File: config.mk
export PLATFORM = sky130hd
export DESIGN_NAME = xpt_crosspoint
export DESIGN_NICKNAME = d
export VERILOG_FILES = /design/src/common/xpt_pkg.sv /design/src/hdl/xpt_crosspoint.sv
export SDC_FILE = /design/constraint.sdc
export NUM_CORES = 1
export LEC_CHECK = 0
export BUFFER_PORTS_ARGS = -buffer_cell sky130_fd_sc_hd__clkbuf_2
export CORE_MARGIN = 8
export CORE_UTILIZATION = 46
export DETAILED_ROUTE_END_ITERATION = 10
export SYNTH_ARGS = -nofsm -noshare
export SYNTH_HDL_FRONTEND = slang
export SYNTH_SLANG_ARGS = --single-unit
File: constraint.sdc
create_clock -name aclk -period 5.9 [get_ports aclk]
set_input_delay 1.18 -clock aclk [delete_from_list [all_inputs] [get_ports aclk]]
set_output_delay 1.18 -clock aclk [all_outputs]
set_load 0.05 [all_outputs]
File: src/common/xpt_pkg.sv
/*
  Shared constants, types and register map of the digital crosspoint block.
  Assumes a single 40 MHz clock and an AXI4-Lite register master.
*/
package xpt_pkg;
  localparam int NPIN = 8;  // I/O pins of the crosspoint
  localparam int NCTL = 2;  // Clock and control capable pins, one quarter of NPIN
  localparam int NGRP = 4;  // Route data input groups, two pins each

  // Register byte addresses
  localparam logic [7:0] A_CFG0 = 8'h00;  // Pin configs, one word per pin
  localparam logic [7:0] A_SIG  = 8'h20;  // User signature store
  localparam logic [7:0] A_ID   = 8'h24;  // Device identification, read only
  localparam logic [7:0] A_SEC  = 8'h28;  // Readback security bit
  localparam logic [7:0] A_CMD  = 8'h2c;  // Bulk erase command
  localparam logic [7:0] A_STAT = 8'h30;  // Live pin state, read only

  localparam logic [31:0] ID_VAL    = 32'h0000_5a01;  // Arbitrary value
  localparam logic [31:0] ERASE_KEY = 32'h0000_00e5;  // Word that starts a bulk erase
  localparam logic [31:0] SEC_PAT   = 32'h0000_0000;  // Returned for hidden reads
  localparam logic [31:0] SIG_RST   = 32'h0000_0000;
  localparam logic        SEC_RST   = 1'b0;
  localparam logic [1:0]  RESP_OK   = 2'b00;
  localparam logic [1:0]  RESP_ERR  = 2'b10;
  localparam int          CFG_W     = 18;

  typedef enum logic [1:0] {
    pin_off                 = 2'b00,
    static_pin_routing_mode = 2'b01,
    switch_emulation_mode   = 2'b10,
    dynamic_data_path_mode  = 2'b11
  } xpt_mode_t;

  // Per-pin configuration word, bit 0 upward: mode, src, level, grp_pick ...
  typedef struct packed {
    logic       regd;               // 17: register the data path value
    logic       clk_pol;            // 16: invert the selected clock
    logic [1:0] clk_src;            // 15:14: 0/1 control pin, 2/3 dedicated clock
    logic       oe_used;            // 13: dynamic output enable in use
    logic       oe_pin;             // 12: control pin driving the enable
    logic       route_select_bit1;  // 11: control pin of select bit 1
    logic       route_select_bit0;  // 10: control pin of select bit 0
    logic [3:0] grp_pick;           // 9:6: pin chosen within each data group
    logic       level;              // 5: constant level of switch mode
    logic [2:0] src;                // 4:2: source pin of static mode
    xpt_mode_t  mode;               // 1:0
  } xpt_cfg_t;

  localparam xpt_cfg_t CFG_RST = '0;
endpackage : xpt_pkg

File: src/hdl/xpt_crosspoint.sv
/*
  Digital crosspoint: static routes, constant switch outputs and a dynamic
  4:1 data path per pin, plus a signature store and readback security.
  Assumes pin and dedicated clock inputs synchronous to aclk, and an
  AXI4-Lite master that keeps one write and one read in flight.
*/
`timescale 1ns/100ps
module xpt_crosspoint (
  input  wire logic                       aclk,
  input  wire logic                       aresetn,
  input  wire logic [7:0]                 awaddr,
  input  wire logic                       awvalid,
  output logic                            awready,
  input  wire logic [31:0]                wdata,
  input  wire logic [3:0]                 wstrb,
  input  wire logic                       wvalid,
  output logic                            wready,
  output logic [1:0]                      bresp,
  output logic                            bvalid,
  input  wire logic                       bready,
  input  wire logic [7:0]                 araddr,
  input  wire logic                       arvalid,
  output logic                            arready,
  output logic [31:0]                     rdata,
  output logic [1:0]                      rresp,
  output logic                            rvalid,
  input  wire logic                       rready,
  input  wire logic [xpt_pkg::NPIN-1:0]   pin_i,
  output logic      [xpt_pkg::NPIN-1:0]   pin_o,
  output logic      [xpt_pkg::NPIN-1:0]   pin_oe,
  input  wire logic                       ded_clk
);
  import xpt_pkg::*;

  xpt_cfg_t          cfg_q [NPIN];
  xpt_cfg_t          cfg_d [NPIN];
  logic [31:0]       sig_q, sig_d;
  logic              sec_q, sec_d;
  logic              aw_hold_q, aw_hold_d, w_hold_q, w_hold_d;
  logic [7:0]        waddr_q, waddr_d;
  logic [31:0]       wdat_q, wdat_d;
  logic [3:0]        wstb_q, wstb_d;
  logic              awready_q, awready_d, wready_q, wready_d;
  logic              bvalid_q, bvalid_d, arready_q, arready_d;
  logic              rvalid_q, rvalid_d;
  logic [1:0]        bresp_q, bresp_d, rresp_q, rresp_d;
  logic [31:0]       rdata_q, rdata_d;
  logic              do_wr, do_erase, ar_go;
  logic [NPIN-1:0]   pin_o_q, pin_o_d, pin_oe_q, pin_oe_d;
  logic [NPIN-1:0]   cap_q, cap_d, clv_q, clv_d, mux_v, clk_edge;

  // Register index of a config word, or NPIN when not a config address
  function automatic logic [3:0] cfg_idx(input logic [7:0] a);
    cfg_idx = (a < A_SIG) ? {1'b0, a[4:2]} : 4'(NPIN);
  endfunction : cfg_idx

  // Merge write data into a word under byte strobes
  function automatic logic [31:0] merge(input logic [31:0] o, input logic [31:0] n,
                                        input logic [3:0] s);
    for (int b = 0; b < 4; b++) begin
      merge[b*8 +: 8] = s[b] ? n[b*8 +: 8] : o[b*8 +: 8];
    end
  endfunction : merge

  // Write channel acceptance and response
  always_comb begin
    aw_hold_d = aw_hold_q;
    waddr_d   = waddr_q;
    w_hold_d  = w_hold_q;
    wdat_d    = wdat_q;
    wstb_d    = wstb_q;
    bvalid_d  = bvalid_q;
    bresp_d   = bresp_q;
    do_wr     = aw_hold_q && w_hold_q && !bvalid_q;
    if (awvalid && awready_q) begin
      aw_hold_d = 1'b1;
      waddr_d   = awaddr;
    end
    if (wvalid && wready_q) begin
      w_hold_d = 1'b1;
      wdat_d   = wdata;
      wstb_d   = wstrb;
    end
    if (bvalid_q && bready) begin
      bvalid_d = 1'b0;
    end
    if (do_wr) begin
      aw_hold_d = 1'b0;
      w_hold_d  = 1'b0;
      bvalid_d  = 1'b1;
      bresp_d   = (waddr_q[1:0] == 2'b00 && (cfg_idx(waddr_q) != 4'(NPIN)
                   || waddr_q == A_SIG || waddr_q == A_SEC || waddr_q == A_CMD))
                  ? RESP_OK : RESP_ERR;
    end
    awready_d = !aw_hold_d;
    wready_d  = !w_hold_d;
  end

  always_ff @(posedge aclk) begin
    if (!aresetn) begin
      aw_hold_q <= 1'b0;
      w_hold_q  <= 1'b0;
      waddr_q   <= 8'h00;
      wdat_q    <= 32'h0000_0000;
      wstb_q    <= 4'h0;
      awready_q <= 1'b0;
      wready_q  <= 1'b0;
      bvalid_q  <= 1'b0;
      bresp_q   <= RESP_OK;
    end else begin
      aw_hold_q <= aw_hold_d;
      w_hold_q  <= w_hold_d;
      waddr_q   <= waddr_d;
      wdat_q    <= wdat_d;
      wstb_q    <= wstb_d;
      awready_q <= awready_d;
      wready_q  <= wready_d;
      bvalid_q  <= bvalid_d;
      bresp_q   <= bresp_d;
    end
  end

  // Configuration, signature and security updates
  always_comb begin
    do_erase = do_wr && waddr_q == A_CMD && merge(32'h0, wdat_q, wstb_q) == ERASE_KEY;
    sig_d    = sig_q;
    sec_d    = sec_q;
    for (int i = 0; i < NPIN; i++) begin
      cfg_d[i] = cfg_q[i];
      if (do_wr && cfg_idx(waddr_q) == 4'(i) && waddr_q[1:0] == 2'b00) begin
        cfg_d[i] = xpt_cfg_t'(CFG_W'(merge(32'(cfg_q[i]), wdat_q, wstb_q)));
      end
    end
    if (do_wr && waddr_q == A_SIG) begin
      sig_d = merge(sig_q, wdat_q, wstb_q);
    end
    if (do_wr && waddr_q == A_SEC && wstb_q[0] && wdat_q[0]) begin
      sec_d = 1'b1;
    end
    if (do_erase) begin
      sec_d = SEC_RST;
      sig_d = SIG_RST;
      for (int i = 0; i < NPIN; i++) begin
        cfg_d[i] = CFG_RST;
      end
    end
  end

  always_ff @(posedge aclk) begin
    if (!aresetn) begin
      sig_q <= SIG_RST;
      sec_q <= SEC_RST;
      for (int i = 0; i < NPIN; i++) begin
        cfg_q[i] <= CFG_RST;
      end
    end else begin
      sig_q <= sig_d;
      sec_q <= sec_d;
      for (int i = 0; i < NPIN; i++) begin
        cfg_q[i] <= cfg_d[i];
      end
    end
  end

  // Read channel: one cycle from address to data
  always_comb begin
    ar_go     = arvalid && arready_q;
    rvalid_d  = rvalid_q;
    rdata_d   = rdata_q;
    rresp_d   = rresp_q;
    if (rvalid_q && rready) begin
      rvalid_d = 1'b0;
    end
    if (ar_go) begin
      rvalid_d = 1'b1;
      rresp_d  = RESP_OK;
      rdata_d  = 32'h0000_0000;
      if (araddr[1:0] != 2'b00) begin
        rresp_d = RESP_ERR;
      end else if (cfg_idx(araddr) != 4'(NPIN)) begin
        rdata_d = sec_q ? SEC_PAT : 32'(cfg_q[araddr[4:2]]);
      end else if (araddr == A_SIG) begin
        rdata_d = sig_q;
      end else if (araddr == A_ID) begin
        rdata_d = ID_VAL;
      end else if (araddr == A_SEC) begin
        rdata_d = {31'h0, sec_q};
      end else if (araddr == A_STAT) begin
        rdata_d = {8'h00, pin_oe_q, pin_o_q, pin_i};
      end else if (araddr != A_CMD) begin
        rresp_d = RESP_ERR;
      end
    end
    arready_d = !rvalid_d;
  end

  always_ff @(posedge aclk) begin
    if (!aresetn) begin
      arready_q <= 1'b0;
      rvalid_q  <= 1'b0;
      rdata_q   <= 32'h0000_0000;
      rresp_q   <= RESP_OK;
    end else begin
      arready_q <= arready_d;
      rvalid_q  <= rvalid_d;
      rdata_q   <= rdata_d;
      rresp_q   <= rresp_d;
    end
  end

  // Pin routing: static, constant and dynamic data path per output pin
  always_comb begin
    for (int i = 0; i < NPIN; i++) begin
      logic       cs;
      logic [1:0] s;
      logic [1:0] k;
      cs = cfg_q[i].clk_src[1] ? ded_clk : pin_i[cfg_q[i].clk_src[0]];
      clv_d[i]    = cs ^ cfg_q[i].clk_pol;
      clk_edge[i] = clv_d[i] && !clv_q[i];
      s = {pin_i[cfg_q[i].route_select_bit1],
           pin_i[cfg_q[i].route_select_bit0]};
      k = {s[1], s[1] ^ s[0]};                                       // Select code to input
      mux_v[i] = pin_i[{k, cfg_q[i].grp_pick[k]}];
      cap_d[i] = clk_edge[i] ? mux_v[i] : cap_q[i];
      unique case (cfg_q[i].mode)
        static_pin_routing_mode: begin
          pin_o_d[i]  = pin_i[cfg_q[i].src];
          pin_oe_d[i] = 1'b1;
        end
        switch_emulation_mode: begin
          pin_o_d[i]  = cfg_q[i].level;
          pin_oe_d[i] = 1'b1;
        end
        dynamic_data_path_mode: begin
          pin_o_d[i]  = cfg_q[i].regd ? cap_q[i] : mux_v[i];
          pin_oe_d[i] = !cfg_q[i].oe_used || pin_i[cfg_q[i].oe_pin];
        end
        pin_off: begin
          pin_o_d[i]  = 1'b0;
          pin_oe_d[i] = 1'b0;
        end
      endcase
    end
  end

  always_ff @(posedge aclk) begin
    if (!aresetn) begin
      pin_o_q  <= '0;
      pin_oe_q <= '0;
      cap_q    <= '0;
      clv_q    <= clv_d;  // Track the level so release shows no false edge
    end else begin
      pin_o_q  <= pin_o_d;
      pin_oe_q <= pin_oe_d;
      cap_q    <= cap_d;
      clv_q    <= clv_d;
    end
  end

  // Outputs straight from flip-flops
  assign awready = awready_q;
  assign wready  = wready_q;
  assign bvalid  = bvalid_q;
  assign bresp   = bresp_q;
  assign arready = arready_q;
  assign rvalid  = rvalid_q;
  assign rdata   = rdata_q;
  assign rresp   = rresp_q;
  assign pin_o   = pin_o_q;
  assign pin_oe  = pin_oe_q;

  for (genvar g = 0; g < NPIN; g++) begin : g_pin_chk

  end
endmodule : xpt_crosspoint

Word level (Yosys, flattened, before mapping)
Memories as Yosys holds them, arrays and structs flattened.
Cells that the tools add are included.
- order comparisons: 58
- equality and inequality tests: 42
- muxes and demuxes: 216
- bitwise operators: 25
- reduce and logical (&&, ||, !) cells: 94
- operators with widths (cell ; count):
    $mux W18 ; 17
    $mux W8 ; 20
    $mux W144 ; 1
    $lt A1 B4 Y1 const B ; 32
    $mux W1 ; 114
    $mux W32 ; 3
    $mux W24 ; 3
    $lt A3 B4 Y1 const B ; 16
    $eq A8 B6 Y1 const B ; 7
    $bmux W1 S3 ; 16
    $logic_and A1 B1 Y1 ; 38
    $eq A2 B2 Y1 const B ; 16
    $eq A32 B8 Y1 const B ; 1
    $mux W2 ; 16
    $pmux W1 S4 ; 8
    $lt A2 B3 Y1 const B ; 8
    $pmux W1 S3 ; 8
    $logic_not A1 Y1 ; 20
    $logic_not A2 Y1 ; 9
    $reduce_or A2 Y1 ; 9
    $bmux W1 S2 ; 8
    $eq A2 B1 Y1 const B ; 8
    $eq A4 B3 Y1 const B ; 4
    $lt A8 B6 Y1 const B ; 2
    other kinds (12) ; 51
- flip-flop bits (word level): 152
- memory bits (writable): 144
- input port bits: 68
- word-level logic and storage cells: 465
- memories: 1
- memory list (memory ; depth ; width ; read ports ; clocked after memory_dff ; wr ports ; RTL line ; source):
    cfg_q ; 8 ; 18 ; 9 ; 0 ; 8 ; xpt_crosspoint.sv:35 ; xpt_cfg_t cfg_q [NPIN];

Depth between registers and ports, before layout
An unclocked memory read counts as a cell.
- word-level depth: 10
- depth in mapped cells: 8
- mapped depth without buffers: 5

Least setup slack after synthesis
OpenSTA, ideal clock, no wires.
- path type: input to register
- start point: input araddr[1]
- end point: register rdata_q[8] (netlist: rdata[8])
- setup time: 0.076 ns
- data arrival time: 2.795 ns
- data required time: 5.824 ns
- setup slack: 3.029 ns
- stages: 7
- path buffers: 2
- path through: nor4_2 and3_1 clkbuf_1 clkbuf_1 a221o_1 o21ai_0 a21boi_0
- longest elaborated chain between the ends: 7
- elaborated cells on any way between the ends: 14
- classes of those cells: order compare (1); eq/ne (5); mux (7); reduce/logical (1)
- RTL lines (what ; RTL line ; source):
    start: declaration ; xpt_crosspoint.sv:21 ; input wire logic [7:0] araddr,
    branches (longest 6 deep; another with $lt A8 B6 Y1) ; -- ;
    $mux W32 * ; xpt_crosspoint.sv:178 ; if (araddr[1:0] != 2'b00) begin
    end signal: assignment ; xpt_crosspoint.sv:206 ; rdata_q <= rdata_d;
    end: declaration ; xpt_crosspoint.sv:47 ; logic [31:0] rdata_q, rdata_d;
Mark *: on every way between the ends.
A chain may end at the register's enable or synchronous reset.

==> metrics.yaml <==
fin_hold_ws_ps: 454
yosysTopAreaCell: "dfxtp_1"
placed_cell_area_um2: 15000
r2r_start: "wdat_q[2]$_SDFFE_PN0P_"
synth_edf_count: 0
ys.warnings.count: 0
fin_ws_ps: 2110
yosysSeqAreaShare_pct: 41.1
grt_pass1_wl_mm: 72.4
startpoint_type: "register"
vias: 12661
required_ps: 6250
setup_viol: 0
syn_avg_cell_area_um2: 8.78
design_area_um2: 16200
min_period_over_period_pct: 64.2
crit_fanout: 90
fin_crit_ps: 3790
clk_pin_slew_ps: 60
switching_share_pct: 23.9
worstMarginPinSlew_ps: 1260
cts_max_level: 2
cpLargestDelayFamily: "buffers and inverters"
power_frac_seq_pct: 44.3
r2r_end: "cfg_q[4][15]$_SDFFE_PP0P_"
synthArstFlopShare_pct: 0
dieHeight_um: 192
p_leak_nw: 5.70
highest_layer: "met5"
yosysTopAreaCellShare_pct: 41.1
ys_ff_latch: 294
hp-class: "reg -> reg"
startpoint: "wdat_q[2]$_SDFFE_PN0P_"
comb_power_share_pct: 6.0
hold_violations: 0
cts_tree: "built"
dp_hpwl_mm: 33.8
fin_tns_setup_ps: 0
rows: 64
internal_power_mw: 3.54
grt_pass1_vias: 12198
cts_made_buffers: 35
yosysUniqueCellTypes: 53
initial_utilization_pct: 46.8
slew_headroom_pct: 15.8
finalPower_mw: 4.65
dieArea_um2: 37000
grt_util_all_layers_pct: 25.1
clock_power_share_pct: 49.7
worstPathArrival_ps: 4140
wl_per_cell_um: 22.8
power.switching_mw: 1.11
postLayoutCoreUtil_pct: 53.1
criticalPathCategory: "reg -> reg"
clock_skew_ps: 15.5
first_iter_violations: 1284
critPathCapture: "cfg_q[4][15]$_SDFFE_PP0P_"
wl_met1_mm: 19.9
clk_latency_ps: 520
status: "finished clean"
hold_buffers: 0
postRouteAntennaNets: 0
fin_nets: 1737
fillers: 2859
cts_resized: 0
drv_cap: 0
path_common_cell: "buf_4"
crit_slowest_cell: "buf_4"
pre_cts_ws_ps: 2070
path_cells: "nor4bb_1, nand4_1, o41ai_4, buf_4, buf_4, a21oi_1"
antenna_found_initial: 2
cts_setup_buffers: 0
cts.path.max_buffers: 3
wl_met3_mm: 3.14
crit_buf_inv: 2
critPathMaxStageDelay_ps: 880
area.growth.synth_to_final_pct: 13.4
synthFlopType: "dfxtp_1"
clockRootBuffer: "clkbuf_16"
io_pins: 125
placed_cells: 2028
netlist_area_um2: 14300
cp-end-kind: "register"
drive_above_1_share_pct: 16.4
overflow: 0
fmax_mhz: 264
powerDensity_nw_per_um2: 286
finalWeightedCongestion: 0.883
drt_wl_total_mm: 47.7
ir_drop_v: 0.000214
path_depth: 6
drv_slew: 0
rsz0062_at_grt: "false"
port_buffers: 122
synth_common_cells: "347 x nand2_1, 294 x dfxtp_1, 130 x mux2i_1, 126 x a21oi_1, 108 x nor2_1"
r2r_slack_ps: 2110
firstDrtPassIters: 8
synth_cells: 1631
drc: 0
stdcell_count: 2091
cts_sinks: 294
core_area_um2: 30600
vias_per_cell: 6.05
grt_max_degree: 91
yosysMostFrequentCell: "nand2_1"
reg2regPathDepth: 6
wl_met2_mm: 23.1
synth.area.top_cells: "dfxtp_1 41%, nand2_1 9.1%, mux2i_1 9.1%, mux4_2 8.2%, a21oi_1 4.4%"
dieWidth_um: 192
[layout by cell type (no fill, tap or decap), types with 15 or more instances in the layout]
master     instances
mux4_2            52
a21oi_1          126
nand2b_1          17
nor3_2            15
nand3_1           26
o21ai_0           66
mux2i_1          130
a21boi_0          64
clkbuf_16         36
nor4_1            15
nor2_1           108
dfxtp_1          294
inv_1             26
nand2_1          347
clkbuf_2         121
a2111oi_0         16
nor2b_1           28
[flip-flops by register name, summed over array words and instances, names as in the netlist, 4 cells and up]
signal	count
cfg_q	144
sig_q	32
wdat_q	32
rdata	32
pin_oe	8
clv_q	8
waddr_q	8
pin_o	8
wstb_q	4
cap_q	8
[kinds of logic after synthesis]
kind of cell           Yosys count  share of synthesized area [%]
AO/OA/AOI/OAI                  362                           16.2
flip-flops                     294                           41.1
multiplexers                   190                           17.9
buffers and inverters          162                           4.63
AND/OR/NAND/NOR                614                           19.6
XOR/XNOR                         8                          0.489
other                            1                         0.0262
[worst min path at each step]
stage	cells past startpoint	end	from	slack (ps)
finish	2	sig_q[8]$_SDFFE_PP0P_	sig_q[8]$_SDFFE_PP0P_	450
detailed placement	2	sig_q[8]$_SDFFE_PP0P_	sig_q[8]$_SDFFE_PP0P_	450
global placement	2	sig_q[8]$_SDFFE_PP0P_	sig_q[8]$_SDFFE_PP0P_	440
CTS	2	sig_q[8]$_SDFFE_PP0P_	sig_q[8]$_SDFFE_PP0P_	450
floorplan	2	sig_q[1]$_SDFFE_PP0P_	sig_q[1]$_SDFFE_PP0P_	430
global route	2	sig_q[9]$_SDFFE_PP0P_	sig_q[9]$_SDFFE_PP0P_	480
[final cells by class]
class,count,area (um^2),area share [%]
diodes,1,2.50,0.0154
clock buffers,48,1020,6.26
clock inverters,14,221,1.36
inverters,26,97.6,0.601
multi-input cells,1176,7800,48.0
flip-flops and latches,294,5890,36.3
well taps,396,495,3.05
repair buffers,136,716,4.41
[power groups by stage]
stage / Sequential [mW] / Combinational (mW) / Clock [mW]
floorplan: 2.08 / 0.196 / 0
global placement: 2.10 / 0.274 / 0
CTS: 2.06 / 0.278 / 2.33
global route: 2.06 / 0.300 / 2.41
finish: 2.06 / 0.280 / 2.31
detailed placement: 2.10 / 0.277 / 0
[routing by layer]
metal / global-route usage, % / vias to the layer above
met1: 32.4 / 6172
met3: 3.38 / 105
met4: 8.23 / 2
met5: 0 / -
met2: 42.8 / 546
li1: - / 5836
[worst register-to-register path, cell delays in order (launching register included)]
cell	delay (ps)
dfxtp_1	640
nor4bb_1	410
nand4_1	250
o41ai_4	410
buf_4	800
buf_4	940
a21oi_1	170
(Power assumes the default switching activity.)
